<file path="config.mk">
export PLATFORM = sky130hd
export DESIGN_NAME = erf_rx_filter
export DESIGN_NICKNAME = d
export VERILOG_FILES = /design/src/rtl/erf_pkg.sv /design/src/rtl/erf_rx_filter.sv
export SDC_FILE = /design/constraint.sdc
export NUM_CORES = 1
export LEC_CHECK = 0
export ABC_AREA = 1
export BUFFER_PORTS_ARGS = -buffer_cell sky130_fd_sc_hd__buf_2
export CAP_MARGIN = 0
export CORE_MARGIN = 8
export CORE_UTILIZATION = 25
export CTS_BUF_LIST = sky130_fd_sc_hd__clkbuf_8
export CTS_CLUSTER_DIAMETER = 150
export DETAILED_ROUTE_END_ITERATION = 12
export GPL_ROUTABILITY_DRIVEN = 0
export PLACE_DENSITY_LB_ADDON = 0.05
export SYNTH_ARGS = -nofsm -noshare
export SYNTH_HDL_FRONTEND = slang
export SYNTH_SLANG_ARGS = --single-unit
</file>
<file path="constraint.sdc">
create_clock -name i_clock -period 2 [get_ports i_clock]
set_clock_uncertainty 0.05 [all_clocks]
set_input_delay 0.4 -clock i_clock [delete_from_list [all_inputs] [get_ports i_clock]]
set_output_delay 0.4 -clock i_clock [all_outputs]
set_load 0.1 [all_outputs]
</file>
<file path="src/rtl/erf_pkg.sv">
/*
  Package for the receive filter and watermark block: register offsets,
  field positions, reset values, pattern modes and carrier structs.
  Assumes a 32-bit APB register bus and a single 100 MHz clock.
*/
package erf_pkg;

  // Register byte offsets.
  localparam logic [7:0] ERF_OFS_FILTER = 8'h00;
  localparam logic [7:0] ERF_OFS_WMARK = 8'h04;
  localparam logic [7:0] ERF_OFS_STATUS = 8'h08;
  localparam logic [7:0] ERF_OFS_CTRL = 8'h0c;
  localparam logic [7:0] ERF_OFS_IRQ_STAT = 8'h10;
  localparam logic [7:0] ERF_OFS_IRQ_MASK = 8'h14;

  // Filter register fields.
  localparam int ERF_HASH_EN_BIT = 15;
  localparam int ERF_WAKE_EN_BIT = 14;
  localparam int ERF_INVERT_BIT = 12;
  localparam int ERF_MODE_LSB = 8;
  localparam logic [31:0] ERF_FILTER_WMASK = 32'h0000_dfff;
  localparam logic [31:0] ERF_FILTER_RESET = 32'h0000_0000;

  // Watermark register fields.
  localparam int ERF_FULL_LSB = 16;
  localparam int ERF_EMPTY_LSB = 0;
  localparam logic [31:0] ERF_WMARK_WMASK = 32'h00ff_00ff;
  localparam logic [31:0] ERF_WMARK_RESET = 32'h0000_0000;

  // Control register: module on, receive enable, automatic flow control.
  localparam int ERF_ON_BIT = 15;
  localparam int ERF_RECEIVE_ENABLE_CTL_BIT = 8;
  localparam int ERF_AUTOFC_BIT = 7;
  localparam logic [31:0] ERF_CTRL_WMASK = 32'h0000_8180;
  localparam logic [31:0] ERF_CTRL_RESET = 32'h0000_0000;

  // Status register: receive active and flow control state.
  localparam int ERF_ACTIVE_BIT = 5;
  localparam int ERF_FC_BIT = 6;

  // Interrupt bits: full mark, empty mark, receive done.
  localparam int ERF_IRQ_W = 3;
  localparam int ERF_IRQ_FULL = 0;
  localparam int ERF_IRQ_EMPTY = 1;
  localparam int ERF_IRQ_DONE = 2;
  localparam logic [ERF_IRQ_W-1:0] ERF_IRQ_RESET = 3'h0;

  // Pattern modes.
  localparam logic [3:0] ERF_PM_OFF = 4'h0;
  localparam logic [3:0] ERF_PM_PLAIN = 4'h1;
  localparam logic [3:0] ERF_PM_STN_A = 4'h2;
  localparam logic [3:0] ERF_PM_STN_B = 4'h3;
  localparam logic [3:0] ERF_PM_UNI_A = 4'h4;
  localparam logic [3:0] ERF_PM_UNI_B = 4'h5;
  localparam logic [3:0] ERF_PM_BC_A = 4'h6;
  localparam logic [3:0] ERF_PM_BC_B = 4'h7;
  localparam logic [3:0] ERF_PM_HASH = 4'h8;
  localparam logic [3:0] ERF_PM_WAKE = 4'h9;

  // Accept class order in the low byte, bit 7 down to bit 0.
  typedef struct packed {
    logic bad_crc;
    logic good_crc;
    logic runt_error;
    logic runt;
    logic unicast;
    logic other_unicast;
    logic multicast;
    logic broadcast;
  } erf_class_t;

  // Per-frame qualifiers supplied at the end of a frame.
  typedef struct packed {
    erf_class_t cls;
    logic csum_match;
    logic station_hit;
    logic hash_hit;
    logic wake_pkt;
  } erf_frame_t;

  typedef enum logic [1:0] {
    ERF_IDLE = 2'b01,
    ERF_BUSY = 2'b10
  } erf_state_t;

endpackage : erf_pkg

</file>
<file path="src/rtl/erf_rx_filter.sv">
/*
  Receive frame filter configuration, buffer watermarks and receive
  activity status with an APB register slave and one interrupt line.
  Assumes frame start/end strobes and per-frame qualifiers from the
  receive datapath, and a buffer count from the descriptor logic.
*/
`timescale 1ns/10ps
module erf_rx_filter
  import erf_pkg::*;
#(
  parameter int COUNT_W = 8
) (
  // Clock and reset.
  input wire logic i_clock,
  input wire logic i_rstn,
  // APB slave.
  input wire logic i_psel,
  input wire logic i_penable,
  input wire logic i_pwrite,
  input wire logic [7:0] i_paddr,
  input wire logic [31:0] i_pwdata,
  output logic [31:0] o_prdata,
  output logic o_pready,
  output logic o_pslverr,
  // Receive datapath.
  input wire logic i_frame_start,
  input wire logic i_frame_end,
  input wire logic i_frame_abort,
  input wire erf_frame_t i_frame,
  input wire logic [COUNT_W-1:0] i_rx_buffer_count,
  // Results.
  output logic o_frame_accept,
  output logic o_frame_reject,
  output logic o_pattern_match,
  output logic o_hash_filter_on,
  output logic o_wake_filter_on,
  output logic o_flow_ctl,
  output logic o_irq
);

  // The mark fields are eight bits wide, so the count has to match them.
  if (COUNT_W != 8) begin : g_count_w_check
    $error("erf_rx_filter: COUNT_W must be 8");
  end

  ////////////////////////////////////////////////////////////////////////////
  // Registers and bus decode.

  logic [31:0] filter_r;
  logic [31:0] wmark_r;
  logic [31:0] ctrl_r;
  logic [ERF_IRQ_W-1:0] irq_stat_r;
  logic [ERF_IRQ_W-1:0] irq_mask_r;
  erf_state_t state_r;
  logic flow_r;
  logic full_r;
  logic empty_r;
  logic [31:0] status_w;
  logic [31:0] rdata_nxt;
  logic wr_en;
  logic rd_en;
  logic hit;

  // The slave answers in the first access cycle, so pready is tied high.
  assign o_pready = 1'b1;
  assign wr_en = i_psel & i_penable & i_pwrite;
  assign rd_en = i_psel & ~i_penable & ~i_pwrite;

  function automatic logic [31:0] merge(input logic [31:0] old_v, input logic [31:0] new_v,
                                        input logic [31:0] wmask);
    merge = (old_v & ~wmask) | (new_v & wmask);
  endfunction : merge

  always_ff @(posedge i_clock) begin
    if (!i_rstn) begin
      filter_r <= ERF_FILTER_RESET;
    end else if (wr_en && i_paddr == ERF_OFS_FILTER) begin
      // Software is expected to write only with receive disabled.
      filter_r <= merge(filter_r, i_pwdata, ERF_FILTER_WMASK);
    end
  end

  always_ff @(posedge i_clock) begin
    if (!i_rstn) begin
      wmark_r <= ERF_WMARK_RESET;
    end else if (wr_en && i_paddr == ERF_OFS_WMARK) begin
      wmark_r <= merge(wmark_r, i_pwdata, ERF_WMARK_WMASK);
    end
  end

  always_ff @(posedge i_clock) begin
    if (!i_rstn) begin
      ctrl_r <= ERF_CTRL_RESET;
    end else if (wr_en && i_paddr == ERF_OFS_CTRL) begin
      ctrl_r <= merge(ctrl_r, i_pwdata, ERF_CTRL_WMASK);
    end
  end

  always_ff @(posedge i_clock) begin
    if (!i_rstn) begin
      irq_mask_r <= ERF_IRQ_RESET;
    end else if (wr_en && i_paddr == ERF_OFS_IRQ_MASK) begin
      irq_mask_r <= i_pwdata[ERF_IRQ_W-1:0];
    end
  end

  always_comb begin
    status_w = 32'h0000_0000;
    status_w[ERF_ACTIVE_BIT] = (state_r == ERF_BUSY) & ctrl_r[ERF_ON_BIT];
    status_w[ERF_FC_BIT] = flow_r;
  end

  always_comb begin
    rdata_nxt = 32'h0000_0000;
    o_pslverr = 1'b0;
    if (i_paddr == ERF_OFS_FILTER) begin
      rdata_nxt = filter_r;
    end else if (i_paddr == ERF_OFS_WMARK) begin
      rdata_nxt = wmark_r;
    end else if (i_paddr == ERF_OFS_STATUS) begin
      rdata_nxt = status_w;
    end else if (i_paddr == ERF_OFS_CTRL) begin
      rdata_nxt = ctrl_r;
    end else if (i_paddr == ERF_OFS_IRQ_STAT) begin
      rdata_nxt = {29'h0, irq_stat_r};
    end else if (i_paddr == ERF_OFS_IRQ_MASK) begin
      rdata_nxt = {29'h0, irq_mask_r};
    end else begin
      o_pslverr = i_psel & i_penable;
    end
  end

  // Read data is captured in the setup cycle and held for the access cycle.
  always_ff @(posedge i_clock) begin
    if (!i_rstn) begin
      o_prdata <= 32'h0000_0000;
    end else if (rd_en) begin
      o_prdata <= rdata_nxt;
    end
  end

  ////////////////////////////////////////////////////////////////////////////
  // Pattern match and acceptance.

  logic [3:0] mode;
  logic csum_ok;
  logic pm_nxt;
  logic cls_ok;

  assign mode = filter_r[ERF_MODE_LSB +: 4];
  assign csum_ok = filter_r[ERF_INVERT_BIT] ^ i_frame.csum_match;
  assign o_hash_filter_on = filter_r[ERF_HASH_EN_BIT];
  assign o_wake_filter_on = filter_r[ERF_WAKE_EN_BIT];

  always_comb begin
    case (mode)
      ERF_PM_OFF: pm_nxt = 1'b0;
      ERF_PM_PLAIN: pm_nxt = csum_ok;
      ERF_PM_STN_A, ERF_PM_STN_B: pm_nxt = csum_ok & i_frame.station_hit;
      ERF_PM_UNI_A, ERF_PM_UNI_B: pm_nxt = csum_ok & i_frame.cls.unicast;
      ERF_PM_BC_A, ERF_PM_BC_B: pm_nxt = csum_ok & i_frame.cls.broadcast;
      ERF_PM_HASH: pm_nxt = csum_ok & i_frame.hash_hit;
      ERF_PM_WAKE: pm_nxt = csum_ok & i_frame.wake_pkt;
      default: pm_nxt = 1'b0;
    endcase
  end

  // A frame is taken when its class is enabled, a filter it has enabled
  // hits, or the pattern match succeeds.
  assign cls_ok = |(erf_class_t'(filter_r[7:0]) & i_frame.cls);
  assign hit = cls_ok | pm_nxt
    | (filter_r[ERF_HASH_EN_BIT] & i_frame.hash_hit)
    | (filter_r[ERF_WAKE_EN_BIT] & i_frame.wake_pkt);

  always_ff @(posedge i_clock) begin
    if (!i_rstn) begin
      o_frame_accept <= 1'b0;
      o_frame_reject <= 1'b0;
      o_pattern_match <= 1'b0;
    end else begin
      o_frame_accept <= (state_r == ERF_BUSY) & i_frame_end & ~i_frame_abort & hit;
      o_frame_reject <= (state_r == ERF_BUSY) & i_frame_end & ~i_frame_abort & ~hit;
      o_pattern_match <= (state_r == ERF_BUSY) & i_frame_end & pm_nxt;
    end
  end

  ////////////////////////////////////////////////////////////////////////////
  // Receive activity.

  logic rx_live;
  assign rx_live = ctrl_r[ERF_ON_BIT] & ctrl_r[ERF_RECEIVE_ENABLE_CTL_BIT];

  always_ff @(posedge i_clock) begin
    if (!i_rstn) begin
      state_r <= ERF_IDLE;
    end else begin
      case (state_r)
        ERF_IDLE: begin
          if (rx_live && i_frame_start) state_r <= ERF_BUSY;
        end
        ERF_BUSY: begin
          // Abort or rejection also ends activity, without a done event.
          if (!ctrl_r[ERF_ON_BIT] || i_frame_end || i_frame_abort) state_r <= ERF_IDLE;
        end
        default: state_r <= ERF_IDLE;
      endcase
    end
  end

  ////////////////////////////////////////////////////////////////////////////
  // Watermarks, flow control and interrupts.

  logic full_now;
  logic empty_now;
  logic [ERF_IRQ_W-1:0] ev;

  assign full_now = i_rx_buffer_count >= wmark_r[ERF_FULL_LSB +: 8];
  assign empty_now = i_rx_buffer_count <= wmark_r[ERF_EMPTY_LSB +: 8];

  always_ff @(posedge i_clock) begin
    if (!i_rstn) begin
      // The detectors follow the live compare during reset, so that leaving
      // reset with both marks at zero raises no false watermark event.
      full_r <= full_now;
      empty_r <= empty_now;
    end else begin
      full_r <= full_now;
      empty_r <= empty_now;
    end
  end

  // Flow control starts at the full mark and stops at the empty mark;
  // the gap between the two marks gives hysteresis.
  always_ff @(posedge i_clock) begin
    if (!i_rstn) begin
      flow_r <= 1'b0;
    end else if (!ctrl_r[ERF_AUTOFC_BIT] || !ctrl_r[ERF_ON_BIT]) begin
      flow_r <= 1'b0;
    end else if (full_now) begin
      flow_r <= 1'b1;
    end else if (empty_now) begin
      flow_r <= 1'b0;
    end
  end
  assign o_flow_ctl = flow_r;

  always_comb begin
    ev = '0;
    ev[ERF_IRQ_FULL] = full_now & ~full_r;
    ev[ERF_IRQ_EMPTY] = empty_now & ~empty_r;
    ev[ERF_IRQ_DONE] = (state_r == ERF_BUSY) & i_frame_end & ~i_frame_abort & hit;
  end

  // A new event beats a write-one-to-clear in the same cycle.
  always_ff @(posedge i_clock) begin
    if (!i_rstn) begin
      irq_stat_r <= ERF_IRQ_RESET;
    end else if (wr_en && i_paddr == ERF_OFS_IRQ_STAT) begin
      irq_stat_r <= (irq_stat_r & ~i_pwdata[ERF_IRQ_W-1:0]) | ev;
    end else begin
      irq_stat_r <= irq_stat_r | ev;
    end
  end

  assign o_irq = |(irq_stat_r & irq_mask_r);

endmodule : erf_rx_filter

</file>
== Word-level counts from Yosys, hierarchy flattened ==
Cells that the tools add are included.
Word-level totals
  input port bits: 68
  register bits after elaboration: 142
  output and inout bits: 41
Cells by class
  reductions and logical operators: 20
  multiplexer cells: 19
  bitwise operators: 40
  $lt $le $gt $ge: 2
  equal/unequal tests: 18
Operators with widths (count)
  $mux W32: 4
  $or A32 B16 Y32: 2
  $or A32 B24 Y32: 1
  $and A1 B1 Y1: 20
  $eq A4 B3 Y1 const B: 4
  $eq A8 B4 Y1 const B: 2
  $eq A8 B5 Y1 const B: 2
  $mux W3: 3
  $and A8 B8 Y8: 1
  $eq A4 B2 Y1 const B: 2
  $eq A4 B4 Y1 const B: 2
  $eq A8 B3 Y1 const B: 1
  $ge A8 B8 Y1: 1
  $le A8 B8 Y1: 1
  $logic_not A8 Y1: 1
  $mux W1: 8
  $reduce_or A2 Y1: 4
  $reduce_or A8 Y1: 1
  $not A1 Y1: 7
  $and A3 B3 Y3: 2
  $logic_and A1 B1 Y1: 6
  $or A3 B3 Y3: 2
  $pmux W1 S6: 1
  $eq A4 B1 Y1 const B: 1
  13 further kinds: 20

== Logic depth before layout (Yosys ltp) ==
  depth in word-level cells: 9
  mapped depth: 12
  gate-level depth less buffers: 12

== Worst setup path after synthesis ==
No wires, ideal clock.
  path kind: input-to-output
  start: input port i_paddr[3]
  end: output port o_pslverr
  arrival: 3.013 ns
  path slack: -1.463 ns
  cell stages on the path: 5
  buffers on the path: 0
  cells stage by stage: inv_1 -> nand3_4 -> nor2_2 -> nor3_1 -> nor3b_1
On the way
  cells in the longest elaborated chain, start to end: 7
  elaborated cells on any way between the ends: 12
  those cells by class: 5 x eq/ne; 6 x mux; 1 x reduce/logical
Ends and longest elaborated chain
  start: declaration: RTL line erf_rx_filter.sv:20  | input wire logic [7:0] i_paddr,
  $eq A8 B5 Y1: RTL line erf_rx_filter.sv:126  | end else if (i_paddr == ERF_OFS_IRQ_MASK) begin
  $mux W1: RTL line erf_rx_filter.sv:126
  $mux W1: RTL line erf_rx_filter.sv:124  | end else if (i_paddr == ERF_OFS_IRQ_STAT) begin
  $mux W1: RTL line erf_rx_filter.sv:122  | end else if (i_paddr == ERF_OFS_CTRL) begin
  $mux W1: RTL line erf_rx_filter.sv:120  | end else if (i_paddr == ERF_OFS_STATUS) begin
  $mux W1: RTL line erf_rx_filter.sv:118  | end else if (i_paddr == ERF_OFS_WMARK) begin
  $mux W1 (*): RTL line erf_rx_filter.sv:116  | if (i_paddr == ERF_OFS_FILTER) begin
  end: declaration: RTL line erf_rx_filter.sv:24  | output logic o_pslverr,
Every way passes the cells marked *; elsewhere a longest branch is shown, timed or not.

== Worst setup path in the final report ==
Ends and elaborated chain as after synthesis.

==> flow_results.org <==
** GRT
- Overall global routing resource usage :: 12.5%
- The number of antenna violations at the first check in global routing was 0.
- Vias in the first global route :: 3,496
- Summed over all layers, the global routing overflow is 0.
- Entering global routing, the biggest net connects 36 pins.
- Wire length of the first global-routing pass :: 17,900 um

** Detailed routing
- After detailed routing, the number of remaining DRC violations is 0.
- Routed length per placed instance :: 14.7 um
- Dividing the detail-routed via count by the number of cells gives 4.43.
- The first TritonRoute pass finished after 4 iterations.
- After the first detailed-routing iteration, the DRC count stood at 165.
- ANT nets after route :: 0
- Across all layers, the routed design uses 3,351 vias.
- For this block, the routed nets add up to 11,100 um of wire.

** Synth
- Of the post-synthesis cell area, the dominant cell type holds 40.2%.
- Number of synthesized flops with an enable pin :: 0
- Post-Synthesis Net Count :: 563
- Multiplexer area fraction after synthesis :: 0%
- Cell variety after synth :: 35
- Counting flops with an async set or reset pin after synthesis yields a share of 0%.
- Yosys warns :: 0
- Among all cell types in the netlist, the one instantiated most often is sky130_fd_sc_hd__nand2_1.
- Compound-Gate Fraction of Synth Area :: 17.8%
- Basic-gate share of the synthesized area counting and, or, nand and nor cells :: 24.6%
- After synthesis, the most frequently instantiated cells are sky130_fd_sc_hd__nand2_1 (96), sky130_fd_sc_hd__dfxtp_1 (72), sky130_fd_sc_hd__inv_1 (53).
- Dominant combinational cell family by area after synthesis :: simple AND/OR/NAND/NOR gates
- The most used flip-flop cell after synthesis is sky130_fd_sc_hd__dfxtp_1.
- By area the synthesized netlist is led by sky130_fd_sc_hd__dfxtp_1 (40%), sky130_fd_sc_hd__nand2_1 (10%), sky130_fd_sc_hd__a21oi_1 (7.3%), sky130_fd_sc_hd__ha_1 (5.6%), sky130_fd_sc_hd__inv_1 (5.5%).
- After Yosys synthesis, XOR and XNOR cells account for 0.244% of the synthesized area.
- Summed instance area of the synthesized netlist :: 3580 um2
- Average size of a mapped cell :: 7.48 um2
- Cells after synthesis :: 479
- Sequential share of the synthesized area :: 40.2%
- The largest total area in the synthesized netlist belongs to sky130_fd_sc_hd__dfxtp_1.
- The synthesized netlist devotes 5.58% of its cell area to adder and majority cells.
- Register bit total from synthesis :: 72

** Status
- Outcome :: finished clean

** Die
- Cell row count :: 43
- Total die area :: 18,400 um2
- IO Count :: 109
- Die boundary height :: 136 um
- Starting density of the core :: 25.7%
- Placeable core region :: 13,900 um2
- From left edge to right edge, the die measures 136 um.

** Timing
- Final worst-path cycle share :: 95.3%
- The final number of max-transition violations is 0.
- Timing would allow up to 524 MHz.
- Setup repair after global routing missed its margin :: no
- The routed design could run at a clock period as short as 1.91 ns.
- The count of final hold-check violations is 0.
- Total setup violations reported at the end of the flow :: 0

** Clocking
- Clock latency on the worst-skew pair :: 0.35 ns
- The clock net in this run drives a total of 72 sinks.
- TritonCTS built the clock tree.
- The longest clock path from root to sink contains 2 buffers.
- Number of buffers added for setup after CTS :: 0
- The H-tree generated during clock tree synthesis spans 3 levels.
- Clock-pin slew was measured on the worst setup and hold paths at 0.07 ns.
- The number of gates resized after CTS was 0.
- Clock buffers created by TritonCTS :: 9
- Clock tree root buffer cell :: sky130_fd_sc_hd__clkbuf_8
- The number of hold buffers added after CTS was 0.

** Finish
- The number of antenna diodes in the final layout is 0.
- Final Cell Area :: 4470 um2
- Relative to the synthesized area, the layout overhead comes to 24.6%.
- Counting the fill cells in the layout gives 1,519.
- For this run, the post-layout net count is 656.
- In the final layout, the share of cells above drive strength 1 is 27.6%.

** Worst setup path
- Worst setup EP type :: primary output
- Largest fanout on the critical path :: 8
- The critical path is of the input pin to primary output type.
- Data on the critical path arrives at its endpoint at 1.46 ns.
- Data on the critical path is required at its endpoint by 1.55 ns.
- STA classifies the critical path startpoint as an input pin.

** Pwr
- For this design the ratio of total power to cell area is 710 nW/um2.
- Per report_power, the clock group accounts for 39.4% of the total.
- Cell-internal power :: 2.29 mW
- Of the total power, registers draw 46.4%.
- Of the total power, combinational logic draws 14.2%.
- Total power :: 3.17 mW
- The analysis attributes to cell leakage a power of 2.02 nW.
- Net switching is 27.7% of the power.
- Switching power total :: 0.879 mW
- Max rail drop VDD :: 0.292 mV

** Flow run
- Across the run, the number of max-cap violations was 0.

** Worst hold path
- Class of the tightest hold or removal check :: input pin to register

** Placed design
- Port buffering added 98 buffers.
- Post-DP HPWL :: 8810 um
- Placed Instance Area :: 4250 um2
## through the flow
stage	TNS (ns)	std cells	worst slack [ns]	hold WS (ns)	utilization (%)
finish	0	757	0.0931	0.237	32.0
global route	0	757	0.0151	0.242	32.0
CTS	0	757	0.0937	0.220	32.0
detailed placement	0	741	0.0983	0.403	30.5
global placement	0	741	0.125	0.401	30.5
floorplan	-0.103	479	-0.103	0.387	-
## cells by family (layout without fill, tap and decap cells)
logic type / after synthesis / after routing
and+or+nand+nor: 192 / 192
adders and majority gates: 16 / 16
buffers and inverters: 83 / 181
other: 1 / 1
xor gates and xnor gates: 1 / 1
DFF: 72 / 72
AOI/OAI and AO/OA: 114 / 114
## power groups by stage
stage	Sequential (mW)	Clock [mW]	Combinational [mW]
2_1_floorplan	1.65	0	0.156
3_3_place_gp	1.51	0	0.452
3_5_place_dp	1.51	0	0.455
4_1_cts	1.47	1.31	0.456
5_1_grt	1.48	1.37	0.490
6_report	1.47	1.25	0.449
## area by class of cell
class                           count  area, um2  share of cell area, %
Timing Repair Buffer              110        608                   13.6
Clock buffer                       13        179                   4.01
Inverter                           55        206                   4.62
Tap cell                          180        225                   5.04
Sequential cell                    72       1440                   32.3
Clock inverter                      3       38.8                  0.869
Multi-Input combinational cell    324       1770                   39.6
## flip-flops by register name (all words and copies together), names as in the netlist
name,cells
irq_stat_r,3
state_r,2
o_frame_reject,1
full_r,1
irq_mask_r,3
o_prdata,24
ctrl_r,3
o_flow_ctl,1
wmark_r,16
o_pattern_match,1
filter_r,15
o_frame_accept,1
empty_r,1
## critical path, stage by stage
cell and delay, ns:
sky130_fd_sc_hd__buf_2 0.11, sky130_fd_sc_hd__inv_1 0.10, sky130_fd_sc_hd__nand3_4 0.13, sky130_fd_sc_hd__nor2_4 0.07
sky130_fd_sc_hd__nor3_2 0.19, sky130_fd_sc_hd__nor3b_4 0.25, sky130_fd_sc_hd__buf_12 0.20
## worst paths after layout
check,start,to,slack [ns],cells past startpoint
worst max-delay path,i_paddr[3],o_pslverr,0.09,7
worst min-delay path,i_pwdata[16],wmark_r[16]$_SDFFE_PN0P_,0.24,3
worst max register to register,wmark_r[23]$_SDFFE_PN0P_,irq_stat_r[0]$_SDFF_PN0_,0.50,8
worst min register to register,filter_r[9]$_SDFFE_PN0P_,o_prdata[9]$_SDFFE_PN0P_,0.41,2
## cell usage in the layout, fill, tap and decap left out, types with 3 or more instances in the layout
master / n
sky130_fd_sc_hd__nor3_1: 3
sky130_fd_sc_hd__nand4_1: 4
sky130_fd_sc_hd__nand2_4: 3
sky130_fd_sc_hd__dfxtp_1: 72
sky130_fd_sc_hd__nor2_2: 3
sky130_fd_sc_hd__nand3_1: 29
sky130_fd_sc_hd__o21ai_1: 21
sky130_fd_sc_hd__inv_1: 54
sky130_fd_sc_hd__clkbuf_8: 13
sky130_fd_sc_hd__o21ai_2: 8
sky130_fd_sc_hd__o21ai_0: 23
sky130_fd_sc_hd__buf_2: 97
sky130_fd_sc_hd__a21oi_1: 52
sky130_fd_sc_hd__ha_1: 16
sky130_fd_sc_hd__nor2_1: 39
sky130_fd_sc_hd__nand2_1: 96
sky130_fd_sc_hd__nand3_2: 4
sky130_fd_sc_hd__nor2_4: 5
sky130_fd_sc_hd__buf_4: 11
## metal layers
metal | track usage [%] | up-vias | routed length (um)
met2 | 20.8 | 80 | 5250
met4 | 3.33 | 0 | 123
met3 | 4.38 | 12 | 772
met1 | 15.0 | 1522 | 4960
met5 | 0 | - | 0
li1 | - | 1737 | -
Note: power is estimated with default switching activity, not from simulation.
